## src/rtl/tpm_pkg.sv

```systemverilog
// package of register map, field layout and reset values for the prescaled modulo timer
package tpm_pkg;
   // ==========================================================
   // register word offsets (byte addresses on the bus)
   localparam logic [3:0] TPM_OFS_STATUS_CONTROL = 4'h0;
   localparam logic [3:0] TPM_OFS_COUNTER_HIGH   = 4'h4;
   localparam logic [3:0] TPM_OFS_COUNTER_LOW    = 4'h8;
   localparam logic [3:0] TPM_OFS_MODULO_HIGH    = 4'hC;
   // modulo low sits past the 4-bit field, so the offset width is 5
   localparam logic [4:0] TPM_OFS_MODULO_LOW     = 5'h10;
   localparam logic [4:0] TPM_OFS_SYSTEM_CONTROL = 5'h14;
   // ==========================================================
   // status/control field positions
   localparam int TPM_BIT_WRAP_FLAG   = 7;
   localparam int TPM_BIT_WRAP_IRQ_EN = 6;
   localparam int TPM_BIT_COUNT_HALT  = 5;
   localparam int TPM_BIT_COUNT_RESET = 4;
   localparam int TPM_BIT_DIV_MSB     = 2;
   // system control register: break clear enable and break state readback
   localparam int TPM_BIT_BREAK_CLR_EN = 0;
   // ==========================================================
   // reset values, external clock select code and prescaler width
   localparam logic [2:0]  TPM_RST_DIVIDER_SELECT = 3'h0;
   localparam logic [15:0] TPM_RST_MODULO         = 16'hFFFF;
   localparam logic [15:0] TPM_RST_COUNTER        = 16'h0000;
   localparam logic [2:0]  TPM_SEL_EXT_CLOCK      = 3'h7;
   localparam int          TPM_PRESCALE_WIDTH     = 6;
endpackage

```

## src/rtl/tpm_prescaler.sv

```systemverilog
// prescaler that makes the counter increment enable from bus clock or external pin
`timescale 1ns/1ps
module tpm_prescaler
   import tpm_pkg::*;
(
   input  wire logic       clk_sys,
   input  wire logic       rst_b,
   input  wire logic       clear_div,
   input  wire logic       run,
   input  wire logic [2:0] divider_select,
   input  wire logic       ext_count_clock,
   output logic            tick
);
   logic [TPM_PRESCALE_WIDTH-1:0] div_reg;
   logic                          ext_sync1_reg;
   logic                          ext_sync2_reg;
   logic                          ext_prev_reg;
   logic                          div_hit;
   logic [TPM_PRESCALE_WIDTH:0]   div_mask;

   // ==========================================================
   // divider: clear on counter reset, frozen while not running
   always_ff @(posedge clk_sys or negedge rst_b) begin
      if (!rst_b) begin
         div_reg <= '0;
      end else if (clear_div) begin
         div_reg <= '0;
      end else if (run) begin
         div_reg <= div_reg + 6'h01;
      end
   end

   // two-stage synchroniser on the pin, edge seen after the second stage only
   always_ff @(posedge clk_sys or negedge rst_b) begin
      if (!rst_b) begin
         ext_sync1_reg <= 1'b0;
         ext_sync2_reg <= 1'b0;
         ext_prev_reg  <= 1'b0;
      end else begin
         ext_sync1_reg <= ext_count_clock;
         ext_sync2_reg <= ext_sync1_reg;
         ext_prev_reg  <= ext_sync2_reg;
      end
   end

   // a code n ticks when the low n bits of the divider are all ones
   assign div_mask = (7'h01 << divider_select) - 7'h01;
   assign div_hit  = ((div_reg & div_mask[TPM_PRESCALE_WIDTH-1:0]) == div_mask[TPM_PRESCALE_WIDTH-1:0]);

   // select source; external edge gives one bus-cycle enable
   always_comb begin
      if (divider_select == TPM_SEL_EXT_CLOCK) begin
         tick = run && ext_sync2_reg && !ext_prev_reg;
      end else begin
         tick = run && div_hit;
      end
   end
endmodule

```

## src/rtl/tpm_timer.sv

```systemverilog
// prescaled 16-bit modulo timer core with Avalon-MM register slave
//
// Chosen here: the Avalon-MM register port and the register offsets.
`timescale 1ns/1ps
module tpm_timer
   import tpm_pkg::*;
(
   input  wire logic        clk_sys,
   input  wire logic        rst_b,
   input  wire logic [4:0]  avs_address,
   input  wire logic        avs_read,
   input  wire logic        avs_write,
   input  wire logic [31:0] avs_writedata,
   input  wire logic [3:0]  avs_byteenable,
   output logic      [31:0] avs_readdata,
   output logic             avs_waitrequest,
   output logic      [1:0]  avs_response,
   input  wire logic        break_active,
   input  wire logic        low_power_stop,
   input  wire logic        ext_count_clock,
   output logic             ext_pin_input_force,
   output logic             wrap_irq,
   output logic      [15:0] counter_value,
   output logic             wrap_event
);
   // ==========================================================
   // state
   logic [15:0] counter_reg;
   logic [15:0] modulo_reg;
   logic [7:0]  low_latch_reg;
   logic        low_latched_reg;
   logic        wrap_flag_reg;
   logic        wrap_irq_enable_reg;
   logic        count_halt_reg;
   logic [2:0]  divider_select_reg;
   logic        count_reset_reg;
   logic        clear_armed_reg;
   logic        modulo_hold_reg;
   logic        break_clear_enable_reg;
   logic        ack_reg;
   logic        tick;
   logic        run;
   logic        wrap_now;
   logic        take;
   logic        wr_ok;
   logic        rd_ok;
   logic        flag_writes_ok;
   logic [31:0] rd_data;

   // one access per two cycles: request taken, then waitrequest drops
   assign take  = (avs_read || avs_write) && !ack_reg && !low_power_stop;
   assign wr_ok = take && avs_write && avs_byteenable[0];
   assign rd_ok = take && avs_read;
   // status bits touched by software only outside a break or with clear enable
   assign flag_writes_ok = !break_active || break_clear_enable_reg;

   // decode helper used by every register write and read side effect
   function automatic logic hit(input logic [4:0] addr, input logic [4:0] ofs);
      hit = (addr == ofs);
   endfunction

   // counting halted by halt bit, break or low-power stop
   assign run = !count_halt_reg && !break_active && !low_power_stop;

   // ==========================================================
   // prescaler
   tpm_prescaler u_prescaler (
      .clk_sys         (clk_sys),
      .rst_b           (rst_b),
      .clear_div       (count_reset_reg),
      .run             (run),
      .divider_select  (divider_select_reg),
      .ext_count_clock (ext_count_clock),
      .tick            (tick)
   );

   assign wrap_now = tick && (counter_reg == modulo_reg) && !count_reset_reg;

   // ==========================================================
   // counter: wraps at modulo, cleared by reset bit
   always_ff @(posedge clk_sys or negedge rst_b) begin
      if (!rst_b) begin
         counter_reg <= TPM_RST_COUNTER;
      end else if (count_reset_reg) begin
         counter_reg <= TPM_RST_COUNTER;
      end else if (wrap_now) begin
         counter_reg <= TPM_RST_COUNTER;
      end else if (tick) begin
         counter_reg <= counter_reg + 16'h0001;
      end
   end

   // reset bit is a one-cycle self-clearing strobe, never read back
   always_ff @(posedge clk_sys or negedge rst_b) begin
      if (!rst_b) begin
         count_reset_reg <= 1'b0;
      end else begin
         count_reset_reg <= wr_ok && hit(avs_address, {1'b0, TPM_OFS_STATUS_CONTROL})
                            && avs_writedata[TPM_BIT_COUNT_RESET];
      end
   end

   // ==========================================================
   // control fields of status/control
   always_ff @(posedge clk_sys or negedge rst_b) begin
      if (!rst_b) begin
         wrap_irq_enable_reg <= 1'b0;
         count_halt_reg      <= 1'b1;
         divider_select_reg  <= TPM_RST_DIVIDER_SELECT;
      end else if (wr_ok && hit(avs_address, {1'b0, TPM_OFS_STATUS_CONTROL})) begin
         wrap_irq_enable_reg <= avs_writedata[TPM_BIT_WRAP_IRQ_EN];
         count_halt_reg      <= avs_writedata[TPM_BIT_COUNT_HALT];
         divider_select_reg  <= avs_writedata[TPM_BIT_DIV_MSB:0];
      end
   end

   // system-level break clear enable, defaults low
   always_ff @(posedge clk_sys or negedge rst_b) begin
      if (!rst_b) begin
         break_clear_enable_reg <= 1'b0;
      end else if (wr_ok && hit(avs_address, TPM_OFS_SYSTEM_CONTROL)) begin
         break_clear_enable_reg <= avs_writedata[TPM_BIT_BREAK_CLR_EN];
      end
   end

   // ==========================================================
   // wrap flag with two-step clear; a new wrap outside a modulo update wins and voids the armed clear
   always_ff @(posedge clk_sys or negedge rst_b) begin
      if (!rst_b) begin
         wrap_flag_reg   <= 1'b0;
         clear_armed_reg <= 1'b0;
      end else if (wrap_now && !modulo_hold_reg) begin
         wrap_flag_reg   <= 1'b1;
         clear_armed_reg <= 1'b0;
      end else if (flag_writes_ok) begin
         // armed state survives a protected break untouched, so the write finishes later
         if (wr_ok && hit(avs_address, {1'b0, TPM_OFS_STATUS_CONTROL})) begin
            if (clear_armed_reg && !avs_writedata[TPM_BIT_WRAP_FLAG]) begin
               wrap_flag_reg <= 1'b0;
            end
            clear_armed_reg <= 1'b0;
         end else if (rd_ok && hit(avs_address, {1'b0, TPM_OFS_STATUS_CONTROL}) && wrap_flag_reg) begin
            clear_armed_reg <= 1'b1;
         end
      end
   end

   // ==========================================================
   // modulo registers; high write holds off flag until low write
   always_ff @(posedge clk_sys or negedge rst_b) begin
      if (!rst_b) begin
         modulo_reg      <= TPM_RST_MODULO;
         modulo_hold_reg <= 1'b0;
      end else if (wr_ok && hit(avs_address, {1'b0, TPM_OFS_MODULO_HIGH})) begin
         modulo_reg[15:8] <= avs_writedata[7:0];
         modulo_hold_reg  <= 1'b1;
      end else if (wr_ok && hit(avs_address, TPM_OFS_MODULO_LOW)) begin
         modulo_reg[7:0]  <= avs_writedata[7:0];
         modulo_hold_reg  <= 1'b0;
      end
   end

   // ==========================================================
   // low byte latch; buffer is refreshed only once the low byte has been read
   always_ff @(posedge clk_sys or negedge rst_b) begin
      if (!rst_b) begin
         low_latch_reg   <= 8'h00;
         low_latched_reg <= 1'b0;
      end else if (rd_ok && hit(avs_address, {1'b0, TPM_OFS_COUNTER_HIGH}) && !low_latched_reg) begin
         low_latch_reg   <= counter_reg[7:0];
         low_latched_reg <= 1'b1;
      end else if (rd_ok && hit(avs_address, {1'b0, TPM_OFS_COUNTER_LOW})) begin
         low_latched_reg <= 1'b0;
      end
   end

   // ==========================================================
   // read mux, unmapped addresses read zero
   always_comb begin
      rd_data = 32'h0000_0000;
      unique case (avs_address)
         {1'b0, TPM_OFS_STATUS_CONTROL}: begin
            rd_data[TPM_BIT_WRAP_FLAG]     = wrap_flag_reg;
            rd_data[TPM_BIT_WRAP_IRQ_EN]   = wrap_irq_enable_reg;
            rd_data[TPM_BIT_COUNT_HALT]    = count_halt_reg;
            rd_data[TPM_BIT_DIV_MSB:0]     = divider_select_reg; // reset bit reads zero
         end
         {1'b0, TPM_OFS_COUNTER_HIGH}: rd_data[7:0] = counter_reg[15:8];
         {1'b0, TPM_OFS_COUNTER_LOW}:  rd_data[7:0] = low_latched_reg ? low_latch_reg : counter_reg[7:0];
         {1'b0, TPM_OFS_MODULO_HIGH}:  rd_data[7:0] = modulo_reg[15:8];
         TPM_OFS_MODULO_LOW:           rd_data[7:0] = modulo_reg[7:0];
         TPM_OFS_SYSTEM_CONTROL: begin
            rd_data[TPM_BIT_BREAK_CLR_EN]     = break_clear_enable_reg;
            rd_data[TPM_BIT_BREAK_CLR_EN + 1] = break_active;
         end
         default: rd_data = 32'h0000_0000;
      endcase
   end

   // bus answer: waitrequest high except in the acknowledge cycle
   always_ff @(posedge clk_sys or negedge rst_b) begin
      if (!rst_b) begin
         ack_reg         <= 1'b0;
         avs_waitrequest <= 1'b1;
         avs_readdata    <= 32'h0000_0000;
         avs_response    <= 2'b00;
      end else begin
         ack_reg         <= take;
         avs_waitrequest <= !take;
         if (rd_ok) begin
            avs_readdata <= rd_data;
         end
         avs_response    <= 2'b00;
      end
   end

   // ==========================================================
   // outputs registered: interrupt, pin direction override, counter link
   always_ff @(posedge clk_sys or negedge rst_b) begin
      if (!rst_b) begin
         wrap_irq            <= 1'b0;
         ext_pin_input_force <= 1'b0;
         counter_value       <= TPM_RST_COUNTER;
         wrap_event          <= 1'b0;
      end else begin
         wrap_irq            <= wrap_flag_reg && wrap_irq_enable_reg;
         ext_pin_input_force <= (divider_select_reg == TPM_SEL_EXT_CLOCK);
         counter_value       <= counter_reg;
         wrap_event          <= wrap_now;
      end
   end

   // ==========================================================
   // checks
   break_halt_a: assert property (@(posedge clk_sys) disable iff (!rst_b)
      break_active && $past(break_active) && !$past(count_reset_reg) |-> $stable(counter_reg))
      else $error("counter moved during break");
   halt_hold_a: assert property (@(posedge clk_sys) disable iff (!rst_b)
      count_halt_reg && $past(count_halt_reg) && !$past(count_reset_reg) |-> $stable(counter_reg))
      else $error("counter moved while halted");
   reset_clear_a: assert property (@(posedge clk_sys) disable iff (!rst_b)
      count_reset_reg |=> counter_reg == 16'h0000)
      else $error("counter not cleared by reset bit");
   wrap_set_a: assert property (@(posedge clk_sys) disable iff (!rst_b)
      wrap_now && !modulo_hold_reg |=> wrap_flag_reg && counter_reg == 16'h0000)
      else $error("wrap did not set flag");
   break_protect_a: assert property (@(posedge clk_sys) disable iff (!rst_b)
      break_active && !break_clear_enable_reg && !wrap_now |=> !$fell(wrap_flag_reg))
      else $error("flag cleared in protected break");
   clear_seq_a: assert property (@(posedge clk_sys) disable iff (!rst_b)
      $fell(wrap_flag_reg) |-> $past(clear_armed_reg) && $past(wr_ok))
      else $error("flag cleared without read then write");
   irq_link_a: assert property (@(posedge clk_sys) disable iff (!rst_b)
      wrap_flag_reg && wrap_irq_enable_reg |=> wrap_irq)
      else $error("interrupt missing");
   mod_hold_a: assert property (@(posedge clk_sys) disable iff (!rst_b)
      modulo_hold_reg |=> !$rose(wrap_flag_reg))
      else $error("flag set during modulo update");
   latch_keep_a: assert property (@(posedge clk_sys) disable iff (!rst_b)
      low_latched_reg && !(rd_ok && hit(avs_address, {1'b0, TPM_OFS_COUNTER_LOW})) |=> $stable(low_latch_reg))
      else $error("latched low byte changed");
   bus_ack_a: assert property (@(posedge clk_sys) disable iff (!rst_b)
      take |=> !avs_waitrequest ##1 avs_waitrequest)
      else $error("bus answer timing wrong");
   // pin direction, prescaler source and external edge width
   ext_force_a: assert property (@(posedge clk_sys) disable iff (!rst_b)
      divider_select_reg == TPM_SEL_EXT_CLOCK |=> ext_pin_input_force)
      else $error("pin not forced to input");
   ext_release_a: assert property (@(posedge clk_sys) disable iff (!rst_b)
      divider_select_reg != TPM_SEL_EXT_CLOCK |=> !ext_pin_input_force)
      else $error("pin force left on");
   div_one_a: assert property (@(posedge clk_sys) disable iff (!rst_b)
      run && divider_select_reg == TPM_RST_DIVIDER_SELECT |-> tick)
      else $error("divide by one missed a cycle");
   ext_edge_a: assert property (@(posedge clk_sys) disable iff (!rst_b)
      tick && divider_select_reg == TPM_SEL_EXT_CLOCK |=> !tick || divider_select_reg != TPM_SEL_EXT_CLOCK)
      else $error("pin edge gave more than one increment");
   // low-power stop and the combined halt plus counter reset
   stop_halt_a: assert property (@(posedge clk_sys) disable iff (!rst_b)
      $past(low_power_stop) && !$past(count_reset_reg) |-> $stable(counter_reg))
      else $error("counter moved in low-power stop");
   stop_regs_a: assert property (@(posedge clk_sys) disable iff (!rst_b)
      $past(low_power_stop) |-> $stable(modulo_reg) && $stable(wrap_flag_reg) && $stable(count_halt_reg))
      else $error("register changed in low-power stop");
   halt_zero_a: assert property (@(posedge clk_sys) disable iff (!rst_b)
      count_halt_reg && count_reset_reg |=> counter_reg == TPM_RST_COUNTER ##1 counter_reg == TPM_RST_COUNTER)
      else $error("halted counter left zero");
   strobe_clear_a: assert property (@(posedge clk_sys) disable iff (!rst_b)
      count_reset_reg |=> !count_reset_reg)
      else $error("reset strobe did not self-clear");
   // flag clearing steps and the low byte buffer
   arm_hold_a: assert property (@(posedge clk_sys) disable iff (!rst_b)
      break_active && !break_clear_enable_reg |=> $stable(clear_armed_reg))
      else $error("armed clear changed in protected break");
   one_write_a: assert property (@(posedge clk_sys) disable iff (!rst_b)
      wr_ok && hit(avs_address, {1'b0, TPM_OFS_STATUS_CONTROL}) && avs_writedata[TPM_BIT_WRAP_FLAG]
      |=> !$fell(wrap_flag_reg)) else $error("writing one cleared the flag");
   latch_take_a: assert property (@(posedge clk_sys) disable iff (!rst_b)
      rd_ok && hit(avs_address, {1'b0, TPM_OFS_COUNTER_HIGH}) |=> low_latched_reg)
      else $error("high read did not latch low byte");
   // registered outputs trail the core by one cycle; bus answer is fixed
   event_link_a: assert property (@(posedge clk_sys) disable iff (!rst_b)
      wrap_event == $past(wrap_now))
      else $error("wrap pulse out of step");
   count_link_a: assert property (@(posedge clk_sys) disable iff (!rst_b)
      counter_value == $past(counter_reg))
      else $error("counter copy out of step");
   irq_off_a: assert property (@(posedge clk_sys) disable iff (!rst_b)
      !wrap_flag_reg || !wrap_irq_enable_reg |=> !wrap_irq)
      else $error("interrupt without flag and enable");
   resp_okay_a: assert property (@(posedge clk_sys) disable iff (!rst_b)
      avs_response == 2'h0)
      else $error("bus response not okay");
   rd_upper_a: assert property (@(posedge clk_sys) disable iff (!rst_b)
      avs_readdata[31:8] == 24'h000000)
      else $error("upper read data not zero");
   wrap_c: cover property (@(posedge clk_sys) disable iff (!rst_b) $rose(wrap_flag_reg));
   clear_c: cover property (@(posedge clk_sys) disable iff (!rst_b) $fell(wrap_flag_reg));
   break_clear_c: cover property (@(posedge clk_sys) disable iff (!rst_b)
      break_active && $fell(wrap_flag_reg));
   ext_tick_c: cover property (@(posedge clk_sys) disable iff (!rst_b)
      tick && divider_select_reg == TPM_SEL_EXT_CLOCK);
   mod_hold_c: cover property (@(posedge clk_sys) disable iff (!rst_b) wrap_now && modulo_hold_reg);
endmodule

```

## config.mk

```make
export PLATFORM = sky130hd
export DESIGN_NAME = tpm_timer
export DESIGN_NICKNAME = d
export VERILOG_FILES = /design/src/rtl/tpm_pkg.sv /design/src/rtl/tpm_prescaler.sv /design/src/rtl/tpm_timer.sv
export SDC_FILE = /design/constraint.sdc
export NUM_CORES = 1
export LEC_CHECK = 0
export ABC_AREA = 0
export CAP_MARGIN = 10
export CORE_MARGIN = 5
export CORE_UTILIZATION = 44
export CTS_CLUSTER_SIZE = 8
export DETAILED_ROUTE_END_ITERATION = 7
export DONT_BUFFER_PORTS = 1
export GPL_ROUTABILITY_DRIVEN = 0
export HOLD_SLACK_MARGIN = 0.03
export SLEW_MARGIN = 30
export SYNTH_ARGS = -nofsm -noshare
export SYNTH_HDL_FRONTEND = slang
export SYNTH_SLANG_ARGS = --single-unit
```

## constraint.sdc

```tcl
create_clock -name clk_sys -period 1.9 [get_ports clk_sys]
set_clock_uncertainty 0.05 [all_clocks]
set_input_delay 0.095 -clock clk_sys [delete_from_list [all_inputs] [get_ports clk_sys]]
set_output_delay 0.095 -clock clk_sys [all_outputs]
set_load 0.05 [all_outputs]
```

; After elaboration in Yosys (flattened, before gate mapping)
; Index checks and enable logic that the tools add are counted.
[totals]
reg_bits = 89
latch_bits = 0
mem_bits_rw = 0
rom_bits = 0
inputBits = 48
memories = 0
[classes]
add_sub_neg = 3
multipliers = 0
div_mod_pow = 0
magnitude_cmp = 0
n_eq_ne = 8
n_shift = 1
n_mux = 23
bitwise = 2
n_reduce_logical = 49
[op_table]
columns = op, count
row1 = 16-bit two-way mux, 3
row2 = 1-bit logical AND, 25
row3 = "16-bit by 1-bit adder with 16-bit output, second input constant", 1
row4 = 16-bit equality test, 1
row5 = 3-bit one-hot mux with 5 select lines, 1
row6 = 1-bit two-way mux, 13
row7 = 6-bit two-way mux, 2
row8 = 2-bit one-hot mux with 6 select lines, 1
row9 = 2-bit nonzero test, 6
row10 = "5-bit by 4-bit equality test with 1-bit output, second input constant", 2
row11 = "5-bit equality test, second input constant", 2
row12 = 1-bit logical NOT, 10
row13 = 8-bit two-way mux, 1
row14 = 2-bit one-hot mux with 4 select lines, 1
row15 = "6-bit by 1-bit adder with 6-bit output, second input constant", 1
row16 = 6-bit bitwise AND, 1
row17 = 6-bit equality test, 1
row18 = 3-bit nonzero test, 2
row19 = "1-bit by 3-bit << shifter with 6-bit output, first input constant", 1
row20 = "6-bit by 1-bit subtractor with 6-bit output, second input constant", 1
row21 = "5-bit by 3-bit equality test with 1-bit output, second input constant", 1
row22 = 5-bit logical NOT, 1
row23 = 1-bit one-hot mux with 5 select lines, 1
row24 = 2-bit AND reduction, 2
row25 = 4 further kinds, 5

; Depth between registers and ports, before layout
; Gate-level depths: netlist of run 1.
[depth]
ltp_word = 11
mapped_depth = 8

; Hierarchy
; From an unflattened synthesis of run 1, not the netlist that was laid out.
[unflattened]
hier_cells = 376
area_unflattened_um2 = 4291.6
[modules_own_cells]
columns = module, n_inst, cells_per_inst, area_each_um2, seq_area_each_um2
row1 = tpm_timer, 1, 334, 3856.2, 2024.4
row2 = tpm_prescaler, 1, 42, 435.4, 225.2

; Least setup slack after synthesis of run 1
; Ideal clock, no wire load.
[synth_path]
path_kind = register to register
startpoint = register modulo_reg[15]
endpoint = register counter_reg[3]
setup_time_ns = 0.122
arrival_ns = 1.841
slack_ns = -0.113
path_stages_with_launch = 8
synth_period_minus_slack_ns = 2.013
path_cell_list = dfstp_2 -> xnor2_1 -> nand4_1 -> nor4_4 -> nand2_2 -> buf_6 -> a21o_1 -> a32o_1
[synth_via]
elab_chain_len = 5
word_cells_on_any_way = 6
cone_classes = 1 x eq/ne / 2 x mux / 3 x reduce/logical
[synth_lines]
columns = element, line
row1 = "start, declared", tpm_timer.sv:29  ; logic [15:0] modulo_reg;
row2 = "start signal, assigned", tpm_timer.sv:155  ; modulo_reg[15:8] <= avs_writedata[7:0];
row3 = 16-bit equality test *, tpm_timer.sv:77  ; assign wrap_now = tick && (counter_reg == modulo_reg) && !count_reset_reg;
row4 = 1-bit logical AND * (2 in a row), tpm_timer.sv:77
row5 = 16-bit two-way mux, tpm_timer.sv:86  ; end else if (wrap_now) begin
row6 = 16-bit two-way mux, tpm_timer.sv:84  ; end else if (count_reset_reg) begin
row7 = "end signal, assigned", tpm_timer.sv:89  ; counter_reg <= counter_reg + 16'h0001;
row8 = "end, declared", tpm_timer.sv:28  ; logic [15:0] counter_reg;
; Mark *: on every way between the ends. The rest lies on a longest branch, timed or not.
; A chain may end at the register's enable or synchronous reset.

; Worst setup path in the final report of run 1
[layout_path]
startpoint = register modulo_reg[1]
endpoint = register counter_reg[12]
; The elaborated chain is that of the path after synthesis.

==> results.md, run 1 <==
* Status: complete, but fails checks
* Violated checks: hold timing, setup timing
* Post-synthesis sequential area ratio at 52.0%
* VDD IR max at 0.527 mV
* Pin count of the biggest net entering global routing at 90
* Worst hold slack at -0.626 ns
* Multi-input gate area at 1900 um2
* Syn avg cell area at 11.3 um2
* Mapped cell area at 4330 um2
* Fmax at 505 MHz
* Htree depth at 3
* WP data required at 2.08 ns
* Cell Chain, Critical Path: xnor2_2, nand4_1, nor4_4, nand2_2, buf_4, a21oi_1, o32ai_1
* Inserted Diodes at 0
* Max Cap Violations at 0
* Simple-Gate Fraction of Synth Area at approximately 15%
* Clk sink count at 89
* Largest cells by area after synthesis: dfrtp_1 (41%), dfstp_2 (11%), mux2_2 (9.1%), buf_4 (4.5%), xnor2_1 (4.2%)
* Drt drc at 0
* Pre-CTS WS at -0.0993 ns
* Fillers at 854
* WL final at 10,900 um
* Post-route minimum period at approximately 2.0 ns
* Layout net count at 507
* Final HPWL DP at 7850 um
* Synth Area in XOR/XNOR at 5.06%
* Starting Density at 44.7%
* Yosys top cell area share at 41.1%
* Area Growth Syn to Fin at 20.1%
* Clock buffer count from CTS at 9
* Final setup margin at -0.0811 ns
* Critical Path AT at between 2 and 2.5 ns
* Setup Crit Path Kind: reg2reg
* Lkg Pwr at 0.00231 uW
* Placed instance area at 4780 um2
* Seq cells post-synth at 89
* Met3 GRT Util at 2.96%
* # port buffers at 0
* Adder-cell share of the synthesized area at 0.578%
* Period utilization at 104%
* CORE AREA at ~9700 um2
* Crit start category: register
* Post-synth EDFFs at 0
* Yosys warns at 0
* Setup_tns at -0.899 ns
* Vias in the first global route at ~3,200
* Crit path max-delay cell type: dfstp_2
* Met2 usage at 30.7%
* Vias/cell at 5.34
* Distinct cells, synth at 56
* # IOs at 102
* Rows at 36
* Worst Tran Pin Value at 0.538 ns
* GR Overflow Total at 0
* Final Max Tran Viols at 0
* Die H at between 100 and 150 um
* DR pass1 iterations at 6
* Post-synthesis async set-or-reset flop share at 100%
* Worst-Skew Late Latency at 0.36 ns
* DR vias at about 3,200
* Initial antenna violation count at 0
* Critical Path Max Stage Delay at between 0.5 and 0.6 ns
* Area of the die at around 12,000 um2
* Share of layout cells above drive strength 1 at 33.8%
* Gate Count Post-Synth at 384
* Most used DFF post-synth: dfrtp_1
* Hold buffers post-CTS at 14
* Remaining antenna violation count at 0
* Die X at 109 um
* Crit Path Max Fanout at 8
* Yosys top cell by area: dfrtp_1
* Largest family of logic cells by synthesized area: simple AND/OR/NAND/NOR gates
* Global-route wire length before repair at 16,900 um
* Register area at approximately 2300 um2
* Met1 Track Usage GR at 24.6%
* Mux cell area share after synthesis at 10.0%
* Setup-failing EPs final at 19
* Gr usage total at 19.0%
* Final Hold Viols at slightly below 90
* PD cells at 975 nW/um2
* Root Buffer: clkbuf_8
* Clock slew at reported path FFs at 0.08 ns
* Worst setup EP type: register
* Unrepaired setup endpoints after global routing: true
* DR WL/cell at ~18 um
* Slew Limit Headroom at 64.0%
* CTS tree: yes
* Top Usage Layer GRT: met2
* Design area at between 5000 and 6000 um2
* CTS Buffer Depth at 2
* Tightest Hold Check Type: in2async
* Number of DRC markers in iteration 0 at 263
* Post-synthesis compound-gate area fraction at 10.5%
worst max-delay path: cells and delay by family (launching register included):
family | cells | cell delay, ns
simple gates | 3 | 0.72
buf+inv | 1 | 0.20
xor+xnor | 1 | 0.13
compound gates | 2 | 0.21
flops | 1 | 0.56
Yosys cell counts, types with 9 or more instances:
| cell type | count |
|---|---|
| dfrtp_1 | 71 |
| mux2_2 | 35 |
| buf_4 | 26 |
| nand2_1 | 24 |
| nor2_1 | 23 |
| xnor2_1 | 21 |
| dfstp_2 | 18 |
| clkbuf_1 | 12 |
| a21oi_1 | 11 |
| nand3_1 | 11 |
| nand4_1 | 9 |
| o21ai_0 | 9 |
logic make-up (layout without fill, tap and decap cells):
kind of cell / count (synthesis) / after routing
AOI/OAI and AO/OA: 63 / 63
DFF: 89 / 89
buffers and inverters: 53 / 106
adders and majority gates: 2 / 2
and+or+nand+nor: 112 / 112
xor gates and xnor gates: 25 / 25
muxes: 39 / 39
other: 1 / 26
stage by stage:
stage	total power (uW)	instances	util (%)
2_1_floorplan	3410	409	-
3_3_place_gp	3780	559	49.4
3_5_place_dp	3810	559	49.4
4_1_cts	5100	595	53.4
5_1_grt	5320	595	53.7
6_report	5070	595	53.7
placed cells by master, fill, tap and decap left out, types with 8 or more instances in the layout:
cell | Yosys | routed
a21oi_1 | 11 | 8
and3_1 | 8 | 8
buf_4 | 26 | 66
clkbuf_8 | 0 | 11
conb_1 | 1 | 26
dfrtp_1 | 71 | 68
dfstp_2 | 18 | 18
dlygate4sd3_1 | 0 | 14
inv_1 | 8 | 8
mux2_2 | 35 | 35
nand2_1 | 24 | 24
nand3_1 | 11 | 11
nand4_1 | 9 | 9
nor2_1 | 23 | 23
nor3_1 | 8 | 8
o21ai_0 | 9 | 8
xnor2_1 | 21 | 18
path summary, 6_finish.rpt:
path                                                startpoint  slack [ns]  cells after the start                                  end
max                                  modulo_reg[1]$_DFFE_PN1P_       -0.08                      7          counter_reg[12]$_DFFE_PN0P_
min                                                      rst_b       -0.63                      0           counter_value[6]$_DFF_PN0_
max reg2reg                          modulo_reg[1]$_DFFE_PN1P_       -0.08                      7          counter_reg[12]$_DFFE_PN0P_
min reg2reg                u_prescaler.ext_sync1_reg$_DFF_PN0_        0.30                      0  u_prescaler.ext_sync2_reg$_DFF_PN0_
max in group asynchronous                                rst_b        2.19                      0           modulo_reg[10]$_DFFE_PN1P_
min in group clk_sys                                  avs_read        0.08                      3          avs_readdata[5]$_DFFE_PN0P_
where the power goes:
part           switching (uW)  total, uW  internal, uW
clock network             640       1190           547
logic                     628       1190           562
registers                 509       2690          2180
metal layers:
layer	routed length, um	share of wire (%)
met1	4450	41
met2	5330	49
met3	755	6.9
met4	398	3.6
met5	0	0
final cells by class:
| class | instances | share of cell area (%) |
|---|---|---|
| repair buffers | 82 | 12.8 |
| multi-input cells | 267 | 36.6 |
| clock buffers | 14 | 3.13 |
| well taps | 133 | 3.20 |
| inverters | 8 | 0.578 |
| flip-flops and latches | 89 | 43.4 |
| clock inverters | 2 | 0.241 |
repair_timing:
action	4_1_cts	5_1_grt
resized for setup	9	5
pin swaps	11	11
setup buffers	6	0
setup endpoints to repair	19	19
hold endpoints to repair	119	89
No activity file was read; power rests on OpenSTA's default activity.
==> run 2, diff against run 1 <==
--- a/config.mk
+++ b/config.mk
@@ -8,12 +8,13 @@
 export ABC_AREA = 0
 export CAP_MARGIN = 10
 export CORE_MARGIN = 5
-export CORE_UTILIZATION = 44
+export CORE_UTILIZATION = 57
 export CTS_CLUSTER_SIZE = 8
 export DETAILED_ROUTE_END_ITERATION = 7
 export DONT_BUFFER_PORTS = 1
 export GPL_ROUTABILITY_DRIVEN = 0
 export HOLD_SLACK_MARGIN = 0.03
+export PLACE_DENSITY = 0.75
 export SLEW_MARGIN = 30
 export SYNTH_ARGS = -nofsm -noshare
 export SYNTH_HDL_FRONTEND = slang
==> results.md, run 2 (synthesis gave the netlist of run 1 again) <==
* Status: complete, but fails checks
* Violated checks: hold timing, setup timing
* Tightest Hold Check Type: in2async
* Remaining antenna violation count at 0 (unchanged)
* Final HPWL DP at 7340 um (-6.5%)
* CTS Buffer Depth at 2 (unchanged)
* Pin count of the biggest net entering global routing at 90 (unchanged)
* DR vias at 3,344 (+5.2%)
* Worst hold slack at -0.626 ns (-0.000625 ns)
* Most common cell after layout, fill and taps aside: dfrtp_1
* PD cells at 979 nW/um2 (+0.45%)
* Final setup margin at -0.105 ns (-0.0242 ns)
* NetSw at 1850 uW (+4.3%)
* Crit Path Max Fanout at 14 (+6)
* Crit path max-delay cell type: dfrtp_2
* Slew Limit Headroom at 64.8% (+0.78 points)
* CORE AREA at 7330 um2 (-24%)
* Cell Chain, Critical Path: nor2b_4, o211ai_1, nand3_2, and2_4, buf_12, buf_4, a211oi_4, nor3_2
* # port buffers at 0 (unchanged)
* Critical path buffer and inverter count at 2 (+1)
* Final Hold Viols at 89 (unchanged)
* Period utilization at 106% (+1.3 points)
* Rows at 31 (-14%)
* Hold buffers post-CTS at 13 (-1)
* Layout net count at 504 (-0.59%)
* Vias/cell at 5.98 (+12%)
* Post-route minimum period at 2.01 ns (+0.0242 ns)
* Area of the die at 9440 um2 (-21%)
* CTS tree: yes
* Top delay family on crit path: simple AND/OR/NAND/NOR gates
* DR WL/cell at 20.1 um (+9.4%)
* DR pass1 iterations at 7 (+1)
* Critical Path AT at 2.19 ns (+0.03 ns)
* Setup_tns at -0.847 ns (+0.0525 ns)
* Comb power frac at 24.2% (+0.7 points)
* Vias in the first global route at 3,260 (+2.4%)
* Switch share at 35.5% (+0.47 points)
* Die X at 97.1 um (-11%)
* Initial antenna violation count at 1 (+1)
* Gr usage total at 22.8% (+3.8 points)
* Post-layout util at 72.6% (+19 points)
* Final Instance Count excl. Fillers at 559 (-6.1%)
* Routed met3 length at 912 um (+21%)
* Met2 WL at 5680 um (+6.5%)
* WP data required at 2.09 ns (about the same)
* Die H at 97.1 um (-11%)
* Worst Tran Pin Value at 0.528 ns (-0.00973 ns)
* Drt drc at 0 (unchanged)
* Share of layout cells above drive strength 1 at 38.3% (+4.6 points)
* Critical Path Max Stage Delay at 0.45 ns (-0.11 ns)
* Fmax at 499 MHz (-1.2%)
* Clock buffer count from CTS at 9 (unchanged)
* VDD IR max at 0.515 mV (-2.3%)
* Htree depth at 3 (unchanged)
* Setup Crit Path Kind: reg2reg
* Clock slew at reported path FFs at 0.09 ns (about the same)
* Worst-Skew Late Latency at 0.36 ns (about the same)
* DRT met1 WL at 4380 um (-1.6%)
* Unrepaired setup endpoints after global routing: true
* Final Max Tran Viols at 0 (unchanged)
* Crit start category: register
* Worst setup EP type: register
* Root Buffer: clkbuf_8
* Number of DRC markers in iteration 0 at 294 (+12%)
* Max layer used: met4
* GR Overflow Total at 0 (unchanged)
* Starting Density at 59.0% (+14 points)
* Lkg Pwr at 0.00234 uW (+1.2%)
* Clk sink count at 89 (unchanged)
* Sequential Power Share at 52.0% (-1.1 points)
* Area Growth Syn to Fin at 23.0%
* Most frequent cells in the layout: dfrtp_1 (67), buf_4 (61), mux2_2 (35)
* Inst Count DP at 519 (-7.2%)
* Clock power share at 23.8% (+0.4 points)
* # IOs at 102 (unchanged)
* Internal at 3360 uW (+2.2%)
* Global-route wire length before repair at 17,200 um (+1.7%)
* WL final at 11,200 um (+2.8%)
* Setup-failing EPs final at 19 (unchanged)
* Reg2reg setup slack at -0.11 ns (-0.02 ns)
* Max Cap Violations at 0 (unchanged)
## run 2: worst paths after layout
kind,start,to,depth (start not counted)
min in group clk_sys,avs_address[3],low_latched_reg$_DFFE_PN0P_,4
max,divider_select_reg[1]$_DFFE_PN0P_,counter_reg[7]$_DFFE_PN0P_,8
min reg2reg,u_prescaler.ext_sync1_reg$_DFF_PN0_,u_prescaler.ext_sync2_reg$_DFF_PN0_,0
max in group asynchronous,rst_b,modulo_reg[12]$_DFFE_PN1P_,0
min,rst_b,counter_reg[8]$_DFFE_PN0P_,0
max reg2reg,divider_select_reg[1]$_DFFE_PN0P_,counter_reg[7]$_DFFE_PN0P_,8
## run 2: repair_timing
item | CTS | global route
pin swaps | 11 | 19
setup buffers | 6 | 4
setup endpoints to repair | 10 | 19
gates resized for setup | 18 | 28
endpoints found under the hold margin | 119 | 89
## run 2: power groups by stage
stage	Combinational (uW)	Clock, uW	Sequential [uW]
finish	1260	1240	2710
global route	1360	1340	2750
CTS	1170	1240	2690
detailed placement	1080	0	2720
global placement	1050	0	2710
floorplan	715	0	2700
## run 2: layout make-up
class / instances / area [um2]
antenna: 1 / 2.50
clock buffer: 15 / 176
clock inverter: 1 / 8.76
fill: 482 / 2010
inverter: 8 / 30.0
multi-input combinational: 267 / 2070
sequential: 89 / 2250
tap: 99 / 124
timing repair buffer: 79 / 662
## run 2: worst register-to-register path, delay by kind of cell, from the launching register on
kind | cells | cell delay [ns]
DFF | 1 | 0.45
AOI/OAI and AO/OA | 2 | 0.51
buffers and inverters | 2 | 0.30
and+or+nand+nor | 4 | 0.57
## run 2: metal layers
metal,GRT usage [%],up-vias
li1,-,1464
met1,29.5,1677
met2,37.4,178
met3,4.95,25
met4,8.96,0
met5,0,-
## run 2: stage by stage
stage	total power, uW	instance area (um2)	worst slack (ns)
global placement	3760	4700	-0.0795
CTS	5100	5150	-0.0326
floorplan	3410	4430	-0.0527
finish	5210	5320	-0.105
global route	5450	5320	-0.170
detailed placement	3810	4700	-0.0984
==> run 3, diff against run 2 <==
--- a/config.mk
+++ b/config.mk
@@ -6,7 +6,7 @@
 export NUM_CORES = 1
 export LEC_CHECK = 0
 export ABC_AREA = 0
-export CAP_MARGIN = 10
+export CAP_MARGIN = 20
 export CORE_MARGIN = 5
 export CORE_UTILIZATION = 57
 export CTS_CLUSTER_SIZE = 8
@@ -15,6 +15,7 @@
 export GPL_ROUTABILITY_DRIVEN = 0
 export HOLD_SLACK_MARGIN = 0.03
 export PLACE_DENSITY = 0.75
+export SETUP_SLACK_MARGIN = 0.4
 export SLEW_MARGIN = 30
 export SYNTH_ARGS = -nofsm -noshare
 export SYNTH_HDL_FRONTEND = slang
==> results.md, run 3 (synthesis gave the netlist of run 1 again) <==
* Post-route minimum period at 2.03 ns (+0.0206 ns)
* Design Power at 5260 uW (+0.98%)
* Number of DRC markers in iteration 0 at 340 (+16%)
* Clock buffer count from CTS at 9 (unchanged)
* Critical Path Max Stage Delay at 0.59 ns (+0.14 ns)
* Pre-CTS WS at -0.0561 ns (+0.0423 ns)
* Cell Chain, Critical Path: xnor2_2, nand4_1, nor4_4, buf_4, nand2_8, a21o_1, a32o_1
* Htree depth at 3 (unchanged)
* Multi-input gate area at 2070 um2 (+0.42%)
* Tightest Hold Check Type: in2async
* GR Overflow Total at 0 (unchanged)
* Register area at 2250 um2 (unchanged)
* Period utilization at 107% (+1.1 points)
* Drt drc at 0 (unchanged)
* Final Hold Viols at 89 (unchanged)
* Hold buffers post-CTS at 14 (+1)
* DR WL/cell at 20.3 um (+0.93%)
* Worst hold slack at -0.635 ns (-0.00911 ns)
* Remaining antenna violation count at 0 (unchanged)
* PD cells at 988 nW/um2 (+0.90%)
* Share of layout cells above drive strength 1 at 37.5% (-0.84 points)
* Lkg Pwr at 0.00235 uW (+0.40%)
* Slew Limit Headroom at 56.5% (-8.3 points)
* Setup-failing EPs final at 19 (unchanged)
* WP data required at 2.11 ns (+0.02 ns)
* Starting Density at 59.0% (unchanged)
* Switch share at 35.7% (+0.14 points)
* Area Growth Syn to Fin at 23.1% (about the same)
* Worst Tran Pin Value at 0.650 ns (+0.122 ns)
* Area of the die at 9440 um2 (unchanged)
* CTS tree: yes
* CORE AREA at 7330 um2 (unchanged)
* Crit path max-delay cell type: dfstp_2
* Pin count of the biggest net entering global routing at 90 (unchanged)
* Die H at 97.1 um (unchanged)
* WL final at 11,300 um (+0.20%)
* Critical Path AT at 2.23 ns (+0.04 ns)
* Final setup margin at -0.126 ns (-0.0206 ns)
* Sequential Power Share at 51.4% (-0.6 points)
* VDD IR max at 0.736 mV (+43%)
* Inserted Diodes at 0 (-1)
* Final Max Tran Viols at 0 (unchanged)
* Unrepaired setup endpoints after global routing: true
* # IOs at 102 (unchanged)
* Layout net count at 501 (-0.60%)
* Clk sink count at 89 (unchanged)
* Clock power share at 25.4% (+1.6 points)
* Die X at 97.1 um (unchanged)
* DR pass1 iterations at 5 (-2)
* Fillers at 515 (+6.8%)
* Top delay family on crit path: flip-flops
* Most common cell after layout, fill and taps aside: dfrtp_1
* Violated checks: hold timing, setup timing
* Critical path buffer and inverter count at 1 (-1)
* Crit start category: register
* # port buffers at 0 (unchanged)
* Vias in the first global route at 3,404 (+4.4%)
* Design area at 5330 um2 (about the same)
* Post-layout util at 72.7% (about the same)
* NetSw at 1880 uW (+1.4%)
* Status: complete, but fails checks
* Fmax at 494 MHz (-1.0%)
* Comb power frac at 23.1% (-1.1 points)
* Setup_tns at -1.55 ns (-0.707 ns)
* Internal at 3390 uW (+0.76%)
* Worst-Skew Late Latency at 0.37 ns (about the same)
* Setup Crit Path Kind: reg2reg
* Final HPWL DP at 7500 um (+2.2%)
* Initial antenna violation count at 0 (-1)
* CTS Buffer Depth at 2 (unchanged)
* Max Cap Violations at 0 (unchanged)
* Placed instance area at 4680 um2 (-0.29%)
* Rows at 31 (unchanged)
* Gr usage total at 23.3% (+0.43 points)
* Worst setup EP type: register
* Clock slew at reported path FFs at 0.09 ns (about the same)
* Vias/cell at 5.98 (about the same)
* Crit Path Max Fanout at 8 (-6)
* Root Buffer: clkbuf_8
* Global-route wire length before repair at 17,500 um (+1.7%)
* Most frequent cells in the layout: dfrtp_1 (67), buf_4 (55), mux2_2 (26), conb_1 (26), nor2_1 (21)
* DR vias at 3,321 (-0.69%)
==> run 3: cell types whose count changed in the layout (fill, tap and decap cells not counted), moves of 3 or more <==
cell / before / now
clkinvlp_4: 0 / 3
clkbuf_1: 3 / 0
o21ai_0: 9 / 6
mux2_2: 35 / 26
buf_6: 3 / 6
mux2_4: 0 / 9
o21ai_1: 0 / 3
nand2_4: 0 / 3
buf_4: 61 / 55
nand3_1: 7 / 10
nand3_2: 4 / 1
==> run 3: path summary, 6_finish.rpt <==
check,from,to,slack (ns),depth (start not counted)
min in group clk_sys,avs_read,avs_readdata[0]$_DFFE_PN0P_,0.02,3
setup / recovery,modulo_reg[13]$_DFFE_PN1P_,counter_reg[3]$_DFFE_PN0P_,-0.13,7
hold / removal,rst_b,counter_value[12]$_DFF_PN0_,-0.64,0
setup reg to reg,modulo_reg[13]$_DFFE_PN1P_,counter_reg[3]$_DFFE_PN0P_,-0.13,7
hold reg to reg,u_prescaler.ext_sync1_reg$_DFF_PN0_,u_prescaler.ext_sync2_reg$_DFF_PN0_,0.30,0
max in group asynchronous,rst_b,modulo_reg[1]$_DFFE_PN1P_,2.21,0
==> run 3: final cells by class <==
type,count,share of cell area [%]
Timing Repair Buffer,76,12.0
Multi-Input combinational cell,267,38.9
Clock buffer,10,2.58
Inverter,8,0.564
Tap cell,99,2.33
Sequential cell,89,42.3
Clock inverter,6,1.24
==> run 3: through the flow <==
stage / hold slack, ns / cells
4_1_cts: -0.639 / 551
5_1_grt: -0.658 / 555
2_1_floorplan: -0.251 / 409
6_report: -0.635 / 555
3_3_place_gp: -0.248 / 515
3_5_place_dp: -0.248 / 515
==> run 3: power groups by stage <==
| stage | sequential [uW] | combinational, uW | clock [uW] |
|---|---|---|---|
| after floorplan | 2700 | 738 | 0 |
| after global placement | 2710 | 1030 | 0 |
| after detailed placement | 2730 | 1070 | 0 |
| after CTS | 2700 | 1140 | 1350 |
| after global routing | 2740 | 1310 | 1430 |
| final | 2710 | 1220 | 1340 |
==> run 3: what timing repair did <==
action,CTS,global route
setup buffers,6,3
hold endpoints to repair,119,89
pin swaps,6,16
gates resized for setup,22,34
endpoints found under the setup margin,52,39
gates cloned,0,1
==> run 3: metal layers <==
metal / global-route usage (%) / vias up / wire length (um)
met2: 39.3 / 161 / 5670
met4: 8.96 / 0 / 292
met1: 28.8 / 1671 / 4400
li1: - / 1459 / -
met3: 5.67 / 30 / 891
met5: 0 / - / 0
==> run 3: worst register-to-register path, delay by kind of cell (launching register included) <==
family                 cells  cell delay (ns)
AO/OA/AOI/OAI              2             0.40
XOR/XNOR                   1             0.13
flip-flops                 1             0.59
AND/OR/NAND/NOR            3             0.55
buffers and inverters      1             0.19
